==> config.mk <==
export PLATFORM = sky130hd
export DESIGN_NAME = caa_alarm_aggregator
export DESIGN_NICKNAME = d
export VERILOG_FILES = /design/src/verilog/caa_pkg.sv /design/src/verilog/caa_alarm_aggregator.sv /design/src/verilog/caa_sticky_bank.sv
export VERILOG_INCLUDE_DIRS = /design/src /design/src/verilog
export SDC_FILE = /design/constraint.sdc
export NUM_CORES = 1
export LEC_CHECK = 0
export BUFFER_PORTS_ARGS = -buffer_cell sky130_fd_sc_hd__buf_2
export CAP_MARGIN = 20
export CORE_UTILIZATION = 55
export DETAILED_ROUTE_END_ITERATION = 6
export PLACE_DENSITY = 0.92
export SETUP_SLACK_MARGIN = 0.15
export SLEW_MARGIN = 20
export SYNTH_ARGS = -nofsm -noshare
export SYNTH_HDL_FRONTEND = slang
export SYNTH_SLANG_ARGS = --single-unit
==> constraint.sdc <==
create_clock -name clk -period 3.5 [get_ports clk]
set_input_delay 0.525 -clock clk [delete_from_list [all_inputs] [get_ports clk]]
set_output_delay 0.525 -clock clk [all_outputs]
set_load 0.01 [all_outputs]
==> src/verilog/caa_defines.svh <==
// register offsets, field positions and reset values of the alarm aggregator
`ifndef CAA_DEFINES_SVH
`define CAA_DEFINES_SVH

`define CAA_ADDR_W          12
`define CAA_OFS_SUMMARY     12'h2c0
`define CAA_OFS_STATUS      12'h2c1
`define CAA_OFS_MASK        12'h2c2
`define CAA_OFS_LANE_LO     12'h2c4
`define CAA_OFS_LANE_HI     12'h2c5

`define CAA_NUM_FLAGS       6
`define CAA_BIT_FIFO        5
`define CAA_BIT_PLL         4
`define CAA_BIT_LINK        3
`define CAA_BIT_REALIGN     2
`define CAA_BIT_NCO         1
`define CAA_BIT_CLK         0
`define CAA_BIT_SUMMARY     0

`define CAA_RST_STATUS      8'h3f
`define CAA_RST_MASK        8'h3f
`define CAA_RST_LANE        16'hffff
`define CAA_RST_SUMMARY     8'h00

`endif

==> src/verilog/caa_pkg.sv <==
// shared types of the alarm aggregator
package caa_pkg;
  typedef logic [7:0]  caa_byte_t;
  typedef logic [11:0] caa_addr_t;
endpackage

==> src/verilog/caa_alarm_aggregator.sv <==
// sticky alarm collector with mask, summary bit, status pin and register port
`timescale 1ns/1ps
`default_nettype none
`include "caa_defines.svh"
module caa_alarm_aggregator
  import caa_pkg::*;
#(
  parameter int LANES = 16
) (
  input  wire logic             clk,
  input  wire logic             rst,
  input  wire logic             soft_reset,
  input  wire logic             reg_wr,
  input  wire logic             reg_rd,
  input  wire caa_addr_t        reg_addr,
  input  wire caa_byte_t        reg_wdata,
  output caa_byte_t             reg_rdata,
  output logic                  reg_rvalid,
  input  wire logic [LANES-1:0] lane_fifo_err,
  input  wire logic             pll_locked,
  input  wire logic             link_enable,
  input  wire logic             link_mode_64b66b,
  input  wire logic             link_in_data_state,
  input  wire logic             link_startup,
  input  wire logic             link_realign,
  input  wire logic             sysref_realign,
  input  wire logic             osc_sync,
  input  wire logic             osc_phase_mismatch,
  input  wire logic             divider_mismatch,
  input  wire logic             alarm_pin_sel,
  input  wire logic             cal_status,
  output logic                  calibration_status_pin
);
  logic [`CAA_NUM_FLAGS-1:0] alarm_flag_status;
  logic [LANES-1:0]          per_lane_overflow_alarm;
  logic [1:0]                status_rsvd_q;
  caa_byte_t                 alarm_flag_mask_q;
  caa_byte_t                 rdata_q;
  logic                      rvalid_q;
  logic                      pin_q;

  // address decode
  wire hit_status  = reg_addr == `CAA_OFS_STATUS;
  wire hit_mask    = reg_addr == `CAA_OFS_MASK;
  wire hit_lane_lo = reg_addr == `CAA_OFS_LANE_LO;
  wire hit_lane_hi = reg_addr == `CAA_OFS_LANE_HI;
  wire hit_summary = reg_addr == `CAA_OFS_SUMMARY;
  wire wr_status   = reg_wr & hit_status;
  wire wr_mask     = reg_wr & hit_mask;

  // alarm causes
  wire lane_fifo_alarm        = |lane_fifo_err;
  wire pll_lock_alarm         = ~pll_locked;
  wire link_8b10b_cause       = link_enable & ~link_in_data_state;
  wire link_64b66b_cause      = link_startup | link_realign;
  wire link_state_alarm       = link_mode_64b66b ? link_64b66b_cause : link_8b10b_cause;
  wire clock_realign_alarm    = sysref_realign;
  wire oscillator_phase_alarm = ~link_enable | osc_sync | osc_phase_mismatch;
  wire divider_mismatch_alarm = divider_mismatch;

  wire [`CAA_NUM_FLAGS-1:0] flag_set = {lane_fifo_alarm, pll_lock_alarm, link_state_alarm,
                                        clock_realign_alarm, oscillator_phase_alarm,
                                        divider_mismatch_alarm};
  wire [`CAA_NUM_FLAGS-1:0] flag_clr =
    wr_status ? reg_wdata[`CAA_NUM_FLAGS-1:0] : '0;
  wire fifo_flag_clr = flag_clr[`CAA_BIT_FIFO];

  wire [15:0] lane_wr_bits = {reg_wdata, reg_wdata};
  wire [15:0] lane_wr_sel  = {{8{reg_wr & hit_lane_hi}}, {8{reg_wr & hit_lane_lo}}};
  wire [LANES-1:0] lane_clr =
    (lane_wr_bits[LANES-1:0] & lane_wr_sel[LANES-1:0]) | {LANES{fifo_flag_clr}};

  // hardware set wins over a same-cycle clear; preset on either reset
  caa_sticky_bank #(
    .WIDTH  (`CAA_NUM_FLAGS),
    .PRESET ({8'h00, `CAA_RST_STATUS})
  ) u_flags (
    .clk   (clk),
    .rst   (rst),
    .init  (soft_reset),
    .set   (flag_set),
    .clr   (flag_clr),
    .flags (alarm_flag_status)
  );

  caa_sticky_bank #(
    .WIDTH  (LANES),
    .PRESET (`CAA_RST_LANE)
  ) u_lanes (
    .clk   (clk),
    .rst   (rst),
    .init  (soft_reset),
    .set   (lane_fifo_err),
    .clr   (lane_clr),
    .flags (per_lane_overflow_alarm)
  );

  wire alarm_summary = |(alarm_flag_status & ~alarm_flag_mask_q[`CAA_NUM_FLAGS-1:0]);
  wire pin_d         = alarm_pin_sel ? alarm_summary : cal_status;

  wire [15:0] lane_padded = 16'(per_lane_overflow_alarm);
  wire caa_byte_t rd_mux =
    hit_summary ? {7'h00, alarm_summary} :
    hit_status  ? {status_rsvd_q, alarm_flag_status} :
    hit_mask    ? alarm_flag_mask_q :
    hit_lane_lo ? lane_padded[7:0] :
    hit_lane_hi ? lane_padded[15:8] : 8'h00;

  always_ff @(posedge clk)
  begin
    if (rst || soft_reset)
    begin
      alarm_flag_mask_q <= `CAA_RST_MASK;
      status_rsvd_q     <= 2'h0;
    end
    else
    begin
      if (wr_mask)
        alarm_flag_mask_q <= reg_wdata;
      if (wr_status)
        status_rsvd_q <= reg_wdata[7:6];
    end
  end

  always_ff @(posedge clk)
  begin
    if (rst)
    begin
      rdata_q  <= 8'h00;
      rvalid_q <= 1'b0;
      pin_q    <= 1'b0;
    end
    else
    begin
      rdata_q  <= reg_rd ? rd_mux : rdata_q;
      rvalid_q <= reg_rd;
      pin_q    <= pin_d;
    end
  end

  assign reg_rdata              = rdata_q;
  assign reg_rvalid             = rvalid_q;
  assign calibration_status_pin = pin_q;

  // checks
  a_summary_follows_flags : assert property (@(posedge clk) disable iff (rst)
    reg_rd && hit_summary |=> reg_rdata[0] == $past(alarm_summary))
    else $error("summary read does not match flags");
  a_pin_routes_alarm : assert property (@(posedge clk) disable iff (rst)
    alarm_pin_sel |=> calibration_status_pin == $past(alarm_summary))
    else $error("status pin does not carry summary");
  a_fifo_flag_sets : assert property (@(posedge clk) disable iff (rst || soft_reset)
    |lane_fifo_err |=> alarm_flag_status[`CAA_BIT_FIFO])
    else $error("fifo flag not set");
  a_pll_flag_sets : assert property (@(posedge clk) disable iff (rst || soft_reset)
    !pll_locked |=> alarm_flag_status[`CAA_BIT_PLL])
    else $error("pll flag not set");
  a_link_8b10b_sets : assert property (@(posedge clk) disable iff (rst || soft_reset)
    !link_mode_64b66b && link_enable && !link_in_data_state |=> alarm_flag_status[3])
    else $error("link flag not set in 8b10b");
  a_link_64b66b_sets : assert property (@(posedge clk) disable iff (rst || soft_reset)
    link_mode_64b66b && (link_startup || link_realign) |=> alarm_flag_status[3])
    else $error("link flag not set in 64b66b");
  a_realign_sets : assert property (@(posedge clk) disable iff (rst || soft_reset)
    sysref_realign |=> alarm_flag_status[`CAA_BIT_REALIGN])
    else $error("realign flag not set");
  a_phase_sets : assert property (@(posedge clk) disable iff (rst || soft_reset)
    !link_enable || osc_sync || osc_phase_mismatch |=> alarm_flag_status[`CAA_BIT_NCO])
    else $error("phase flag not set");
  a_divider_sets : assert property (@(posedge clk) disable iff (rst || soft_reset)
    divider_mismatch |=> alarm_flag_status[`CAA_BIT_CLK])
    else $error("divider flag not set");
  a_clear_by_one : assert property (@(posedge clk) disable iff (rst || soft_reset)
    wr_status && reg_wdata[`CAA_BIT_CLK] && !divider_mismatch |=> !alarm_flag_status[0])
    else $error("write one did not clear");
  a_reset_presets : assert property (@(posedge clk)
    soft_reset |=> alarm_flag_status == 6'h3f && alarm_flag_mask_q == `CAA_RST_MASK)
    else $error("reset preset wrong");
  a_mask_blocks : assert property (@(posedge clk) disable iff (rst)
    (alarm_flag_mask_q[5:0] == 6'h3f) |-> !alarm_summary)
    else $error("masked flag reached summary");
  a_mask_all_quiets : assert property (@(posedge clk) disable iff (rst || soft_reset)
    wr_mask && reg_wdata[5:0] == 6'h3f |=> !alarm_summary)
    else $error("full mask left summary high");
  a_unmasked_raises : assert property (@(posedge clk) disable iff (rst || soft_reset)
    wr_mask && reg_wdata[5:0] == 6'h00 && (|alarm_flag_status) |=> alarm_summary)
    else $error("unmasked flag missing from summary");
  a_lane_clear_all : assert property (@(posedge clk) disable iff (rst || soft_reset)
    fifo_flag_clr && !(|lane_fifo_err) |=> per_lane_overflow_alarm == '0)
    else $error("lane bits not cleared");
  a_lane_bit_sets : assert property (@(posedge clk) disable iff (rst || soft_reset)
    lane_fifo_err[0] |=> per_lane_overflow_alarm[0])
    else $error("lane bit not set");
  a_flag_holds : assert property (@(posedge clk) disable iff (rst || soft_reset)
    alarm_flag_status[4] && !wr_status |=> alarm_flag_status[4])
    else $error("flag dropped without clear");

  c_summary_rise : cover property (@(posedge clk) disable iff (rst) $rose(alarm_summary));
  c_clear_all    : cover property (@(posedge clk) disable iff (rst)
    wr_status ##1 alarm_flag_status == '0);
  c_set_on_clear : cover property (@(posedge clk) disable iff (rst)
    wr_status && reg_wdata[4] && !pll_locked);
  c_pin_cal_path : cover property (@(posedge clk) disable iff (rst)
    !alarm_pin_sel && cal_status);
endmodule // caa_alarm_aggregator
`default_nettype wire

==> src/verilog/caa_sticky_bank.sv <==
// bank of sticky flags: set wins over clear, loads a preset on init
`timescale 1ns/1ps
`default_nettype none
module caa_sticky_bank #(
  parameter int          WIDTH  = 6,
  parameter logic [15:0] PRESET = 16'hffff
) (
  input  wire logic             clk,
  input  wire logic             rst,
  input  wire logic             init,
  input  wire logic [WIDTH-1:0] set,
  input  wire logic [WIDTH-1:0] clr,
  output logic      [WIDTH-1:0] flags
);
  genvar i;
  generate
    for (i = 0; i < WIDTH; i++)
    begin : g_bit
      logic flag_q;
      wire  flag_d = set[i] | (flag_q & ~clr[i]);
      always_ff @(posedge clk)
      begin
        if (rst || init)
          flag_q <= PRESET[i];
        else
          flag_q <= flag_d;
      end
      assign flags[i] = flag_q;
    end
  endgenerate
endmodule // caa_sticky_bank
`default_nettype wire

==> results of run 1 <==
## stage by stage
stage               power (uW)  instances  cell area, sq um  worst slack [ns]
floorplan                544.5        246              2107             1.267
global placement         591.2        342              2412             1.095
detailed placement       593.7        342              2412             1.035
CTS                      950.7        350              2522             1.327
global route             980.5        350              2522             1.174
finish                   948.5        350              2522             1.322
## sequential cells by signal (all words and copies together), names as in the netlist
signal,cells
reg_rvalid,1
u_flags.g_bit.flag_q,6
calibration_status_pin,1
status_rsvd_q,2
reg_rdata,8
u_lanes.g_bit.flag_q,16
alarm_flag_mask_q,8
## kinds of logic after synthesis
logic type	synth area share
simple gates	0.2850
mux	0.04751
flops	0.3991
xor+xnor	0.004158
compound gates	0.2156
buf+inv	0.04869
## cell usage after synthesis (all sizes together) (5+ instances only)
library cell	count
a32o	8
nor4	7
a21oi	9
nor3	8
clkbuf	12
mux2i	10
a21o	7
inv	6
nand2b	5
a211o	16
nand2	47
dfxtp	42
nor2	17
o31ai	7
nand3	9
## power groups by stage
| stage | combinational [uW] | sequential, uW | clock, uW |
|---|---|---|---|
| final | 104 | 480 | 364 |
| after global routing | 114 | 480 | 386 |
| after CTS | 103 | 480 | 368 |
| after detailed placement | 103 | 491 | 0 |
| after global placement | 100 | 491 | 0 |
| after floorplan | 52.5 | 492 | 0 |
## final timing paths
path	slack (ns)	endpoint	cells past startpoint	from
setup reg to reg	2.29	reg_rdata[0]$_SDFFE_PP0P_	4	u_flags.g_bit[0].flag_q$_SDFF_PP1_
setup / recovery	1.32	reg_rdata[2]$_SDFFE_PP0P_	5	reg_addr[0]
hold reg to reg	0.47	status_rsvd_q[0]$_SDFFE_PP0N_	2	status_rsvd_q[0]$_SDFFE_PP0N_
hold / removal	0.42	calibration_status_pin$_SDFF_PP0_	2	alarm_pin_sel
## placed cells by master, fill, tap and decap left out, types with 3 or more instances in the layout
cell,count
clkbuf_8,8
dfxtp_1,42
a31oi_1,4
nand2_1,47
nor3_1,8
nand3_1,7
nor4_1,4
a21oi_1,9
mux2i_1,10
nor2b_1,3
nor2_1,17
o31ai_1,7
buf_2,62
a32o_1,8
nand2b_1,5
o22ai_1,3
inv_1,6
a21o_1,7
a211o_1,16
## layer usage
metal  part of all wire  global-route usage  vias to the layer above
met2               0.49              0.4734                       96
met1               0.41              0.3407                     1005
met3              0.076             0.05536                       19
met4              0.025              0.1307                        0
met5                  0                   0                        -
li1                   -                   -                     1007
## final cells by class
cell class / count / area [sq um]
flip-flops and latches: 42 / 840.8
repair buffers: 64 / 325.3
inverters: 6 / 22.52
fillers: 307 / 1139
multi-input cells: 182 / 1164
clock buffers: 8 / 110.1
well taps: 48 / 60.06
==> results.cfg, run 1 <==
[status]
outcome = complete, no violations

[setup_path]
start_kind = input pin
cp_slowest_cell = nor4_2
max_stage_delay_ns = 0.56
crit_chain = buf_2 -> or3b_2 -> nor4_2 -> nand2_1 -> a32o_1
cp.required_ns = 3.69
crit_type = in2reg
cp-end-kind = flip-flop
worstPathArrival_ns = 2.37
critPathTopFamily = simple AND/OR/NAND/NOR gates
path_buf_inv = 1
crit_path_max_fanout = 27

[layout]
area_growth_syn_to_layout_pct = 19.71
fin_nets = 354
drive_gt1_frac = 0.2649
post-route-util = 0.6890
diodes = 0

[clock_tree]
htreeDepth = 2
cts_resized = 0
cts_tree = yes
clock-sinks = 42
post_cts_buffers = 0
postCtsHoldBufs = 0
ctsLongestPathBuffers = 2
cts_root_buffer = clkbuf_8
cts_buffers = 5
clk_pin_slew_ns = 0.08
clkLatencyLatePin_ns = 0.29

[place]
dp_hpwl_um = 3998
io_buffer_count = 62
place.gp.congestion = 0.8719

[yosys]
seq_area_frac_synth = 0.3990
yosys_warnings = 0
synth.area.top_cells = dfxtp_1 40%, nand2_1 8.4%, a211o_1 6.7%
synth_seq_cells = 42
syn_area_sq_um = 2107
synth_nets = 299
synth_ff_type = dfxtp_1
ys_types = 42
avgSynthCellArea_sq_um = 8.565
ys_async_sr_fraction = 0
synthCells = 246
synth_top_area_frac = 0.3990
yosys.area.top_type = dfxtp_1
synth_edf_count = 0

[power]
p_leak_uw = 0.001067
swShare = 0.2396
p_int_uw = 721.2
clkPwrFrac = 0.384
max-vdd-ir-drop_uv = 322.0
switchingPower_uw = 227.3
seqPwrFrac = 0.506
p_per_area_nw_per_um2 = 376.0
comb_power_share = 0.110

[floorplanning]
core_sq_um = 3661
start_util = 0.5755
io_pins = 63
die-width_um = 63.90
rows = 22
fp.dieH_um = 63.90
dieArea_sq_um = 4083

[worst_hold_path]
hp-class = in2reg

[sta]
relSlewSlack = 0.4572
tightest_slew_ns = 0.8111
max_freq_mhz = 459.1
timing_hold_violations_final = 0
finalSetupViolations = 0
period_minus_slack_ns = 2.178
slew_viol_final = 0
worst_hold_slack_ns = 0.4183
clock_skew_ns = 0.003466
rsz0062_at_grt = false
fin_tns_setup_ns = 0
post-route-period-util = 0.6223

[global_route]
grt_max_degree = 28
grt_pass1_vias = 2005
overflow = 0
grt_pass1_wl_um = 8928
antenna_found_initial = 0
grtUsageTotal = 0.2806

[detailed_routing]
routed_via_density = 6.077
drc = 0
firstDrtPassIters = 4
drt_iter0_markers = 123
wl_um = 5403
ant_nets = 0
num_vias = 2127
wire_per_inst_um = 15.44

[run]
cap_violations = 0
No activity file was read; power rests on OpenSTA's default activity.
==> run 2, diff against run 1 <==
Settings changed: ABC_AREA set to 1, CORE_UTILIZATION 55 to 46, PLACE_DENSITY 0.92 to 0.83.
Clock period 3.5 ns to 2 ns, I/O delays scaled along.
==> run 2 against run 1 <==
  * The flow now finishes with violations (DRC)
  * Clock power rose by 87%
  * Register-to-register slack got worse by 1.3 ns
  * Final area rose by 4.7%
  * Final cell count rose by 22%
  * Hold slack got worse by 0.23 ns
  * Sequential power rose by 75%
  * Critical path depth rose by 2
  * Worst setup slack got worse by 0.70 ns
==> results.cfg, run 2 <==
[setup_path]
cp.required_ns = 2.18
rr_endpoint = reg_rdata[0]$_SDFFE_PP0P_
crit_type = in2reg
reg2reg_depth = 6
rrSetupSlack_ns = 0.95
rr_startpoint = u_flags.g_bit[0].flag_q$_SDFF_PP1_
worstPathArrival_ns = 1.56
crit_path_max_fanout = 10
start_kind = input pin
cp-end-kind = flip-flop
critPathLaunch = reg_addr[1]

[yosys]
ys_types = 26
synth.area.top_cells = dfxtp_1 39%, nand2_1 14%, o211ai_1 7.6%
syn_area_sq_um = 2161
synth_ff_type = dfxtp_1
avgSynthCellArea_sq_um = 7.016
ys_async_sr_fraction = 0
synth_seq_cells = 42
synth_nets = 361
yosys.area.top_type = dfxtp_1
synth_edf_count = 0
synth_commonest_cells = 78 x nand2_1, 42 x dfxtp_1, 35 x nor2_1, 33 x inv_1, 30 x nand3_1
seq_area_frac_synth = 0.3891
synth_top_area_frac = 0.3891
yosys.cell_count.top_type = nand2_1
synthCells = 308
yosys_warnings = 0

[global_route]
grt_max_degree = 21
grt_pass1_wl_um = 9073
overflow = 0
grtUsageTotal = 0.2307
antenna_found_initial = 0
grt_pass1_vias = 2007

[layout]
diodes = 0
drive_gt1_frac = 0.2406
final_cell_mix = 78 x nand2_1, 62 x buf_2, 42 x dfxtp_1
area_growth_syn_to_layout_pct = 22.18
mostFrequentLayoutCell = nand2_1
finalInstanceArea_sq_um = 2640
nFillCells = 436
largest_register_ffs = 16
fin_nets = 427
largest_register = u_lanes.g_bit.flag_q

[clock_tree]
cts_root_buffer = clkbuf_8
post_cts_buffers = 0
postCtsHoldBufs = 0
cts_buffers = 5
clkLatencyLatePin_ns = 0.29
cts_tree = yes
clock-sinks = 42
htreeDepth = 2
cts_resized = 0
clk_pin_slew_ns = 0.08
ctsLongestPathBuffers = 2

[sta]
timing_hold_violations_final = 0
tightest_slew_ns = 0.6194
relSlewSlack = 0.5866
period_minus_slack_ns = 1.377
post-route-period-util = 0.6885
finalSetupViolations = 0
slew_viol_final = 0
clock_skew_ns = 0.005058
rsz0062_at_grt = false
max_freq_mhz = 726.2
fin_tns_setup_ns = 0

[worst_hold_path]
hold_depth = 2
hold_path.startpoint = pll_locked
holdPathEnd = u_flags.g_bit[4].flag_q$_SDFF_PP1_
hp-class = in2reg

[detailed_routing]
wl_um = 5408
ant_nets = 0
drt_iter0_markers = 106
drc = 8
wire_per_inst_um = 12.69
firstDrtPassIters = 6
routed_via_density = 5.134
num_vias = 2187

[floorplanning]
fp.dieH_um = 70.54
rows = 24
dieArea_sq_um = 4975
io_pins = 63
die-width_um = 70.54
start_util = 0.4862
core_sq_um = 4444

[status]
outcome = finished, violations left
violations = DRC

[place]
dp_hpwl_um = 4184
placed_area_sq_um = 2527
io_buffer_count = 62
place.gp.congestion = 0.8481

[power]
p_per_area_nw_per_um2 = 631.2
max-vdd-ir-drop_uv = 381.5
p_leak_uw = 0.001415

[run]
cap_violations = 0
## run 2: power by group
| group | internal [uW] | switching (uW) | leakage (uW) |
|---|---|---|---|
| clock network | 399 | 280 | 0.0000573 |
| logic | 60.1 | 88.1 | 0.00102 |
| registers | 838 | 0.733 | 0.000340 |
## run 2: critical path, stage by stage
cell and delay [ns]:
buf_2 0.11, nor2_1 0.17, nand3_2 0.23, clkinv_1 0.22, nand3_2 0.20, o211ai_1 0.24
nand2_1 0.08
## run 2: logic make-up after synthesis
kind of cell	Yosys count	share of synthesized area
simple gates	166	0.3613
compound gates	56	0.1685
buf+inv	44	0.08106
flops	42	0.3891
## run 2: per-layer routing
metal / track usage / part of all wire / up-vias
li1: - / - / 1158
met1: 0.3087 / 0.48 / 968
met2: 0.3819 / 0.46 / 55
met3: 0.04986 / 0.046 / 6
met4: 0.05778 / 0.0081 / 0
met5: 0 / 0 / -
## run 2: area by class of cell
| class | count | area (sq um) | area share |
|---|---|---|---|
| repair buffers | 65 | 332.8 | 0.1261 |
| multi-input cells | 222 | 1145 | 0.4337 |
| flip-flops and latches | 42 | 840.8 | 0.3185 |
| clock inverters | 1 | 30.03 | 0.01137 |
| inverters | 38 | 143.9 | 0.05450 |
| well taps | 52 | 65.06 | 0.02464 |
| clock buffers | 6 | 82.58 | 0.03128 |
## run 2: how the worst max path moves through the flow
stage / end / slack (ns) / cells after the start
after floorplan: u_lanes.g_bit[10].flag_q$_SDFF_PP1_ / 0.64 / 9
after global placement: u_flags.g_bit[3].flag_q$_SDFF_PP1_ / 0.39 / 9
after detailed placement: u_lanes.g_bit[2].flag_q$_SDFF_PP1_ / 0.34 / 7
after CTS: u_lanes.g_bit[2].flag_q$_SDFF_PP1_ / 0.64 / 7
after global routing: u_lanes.g_bit[1].flag_q$_SDFF_PP1_ / 0.47 / 7
final: u_lanes.g_bit[3].flag_q$_SDFF_PP1_ / 0.62 / 7
## run 2: stage by stage
step	util	power, uW	setup WS [ns]	std cells	hold slack, ns
global placement	0.5687	1004	0.3868	419	0.4395
floorplan	-	926.1	0.6414	308	0.3842
finish	0.5940	1666	0.6231	426	0.1844
CTS	0.5940	1671	0.6365	426	0.1907
detailed placement	0.5687	1006	0.3384	419	0.4486
global route	0.5940	1732	0.4745	426	0.1818
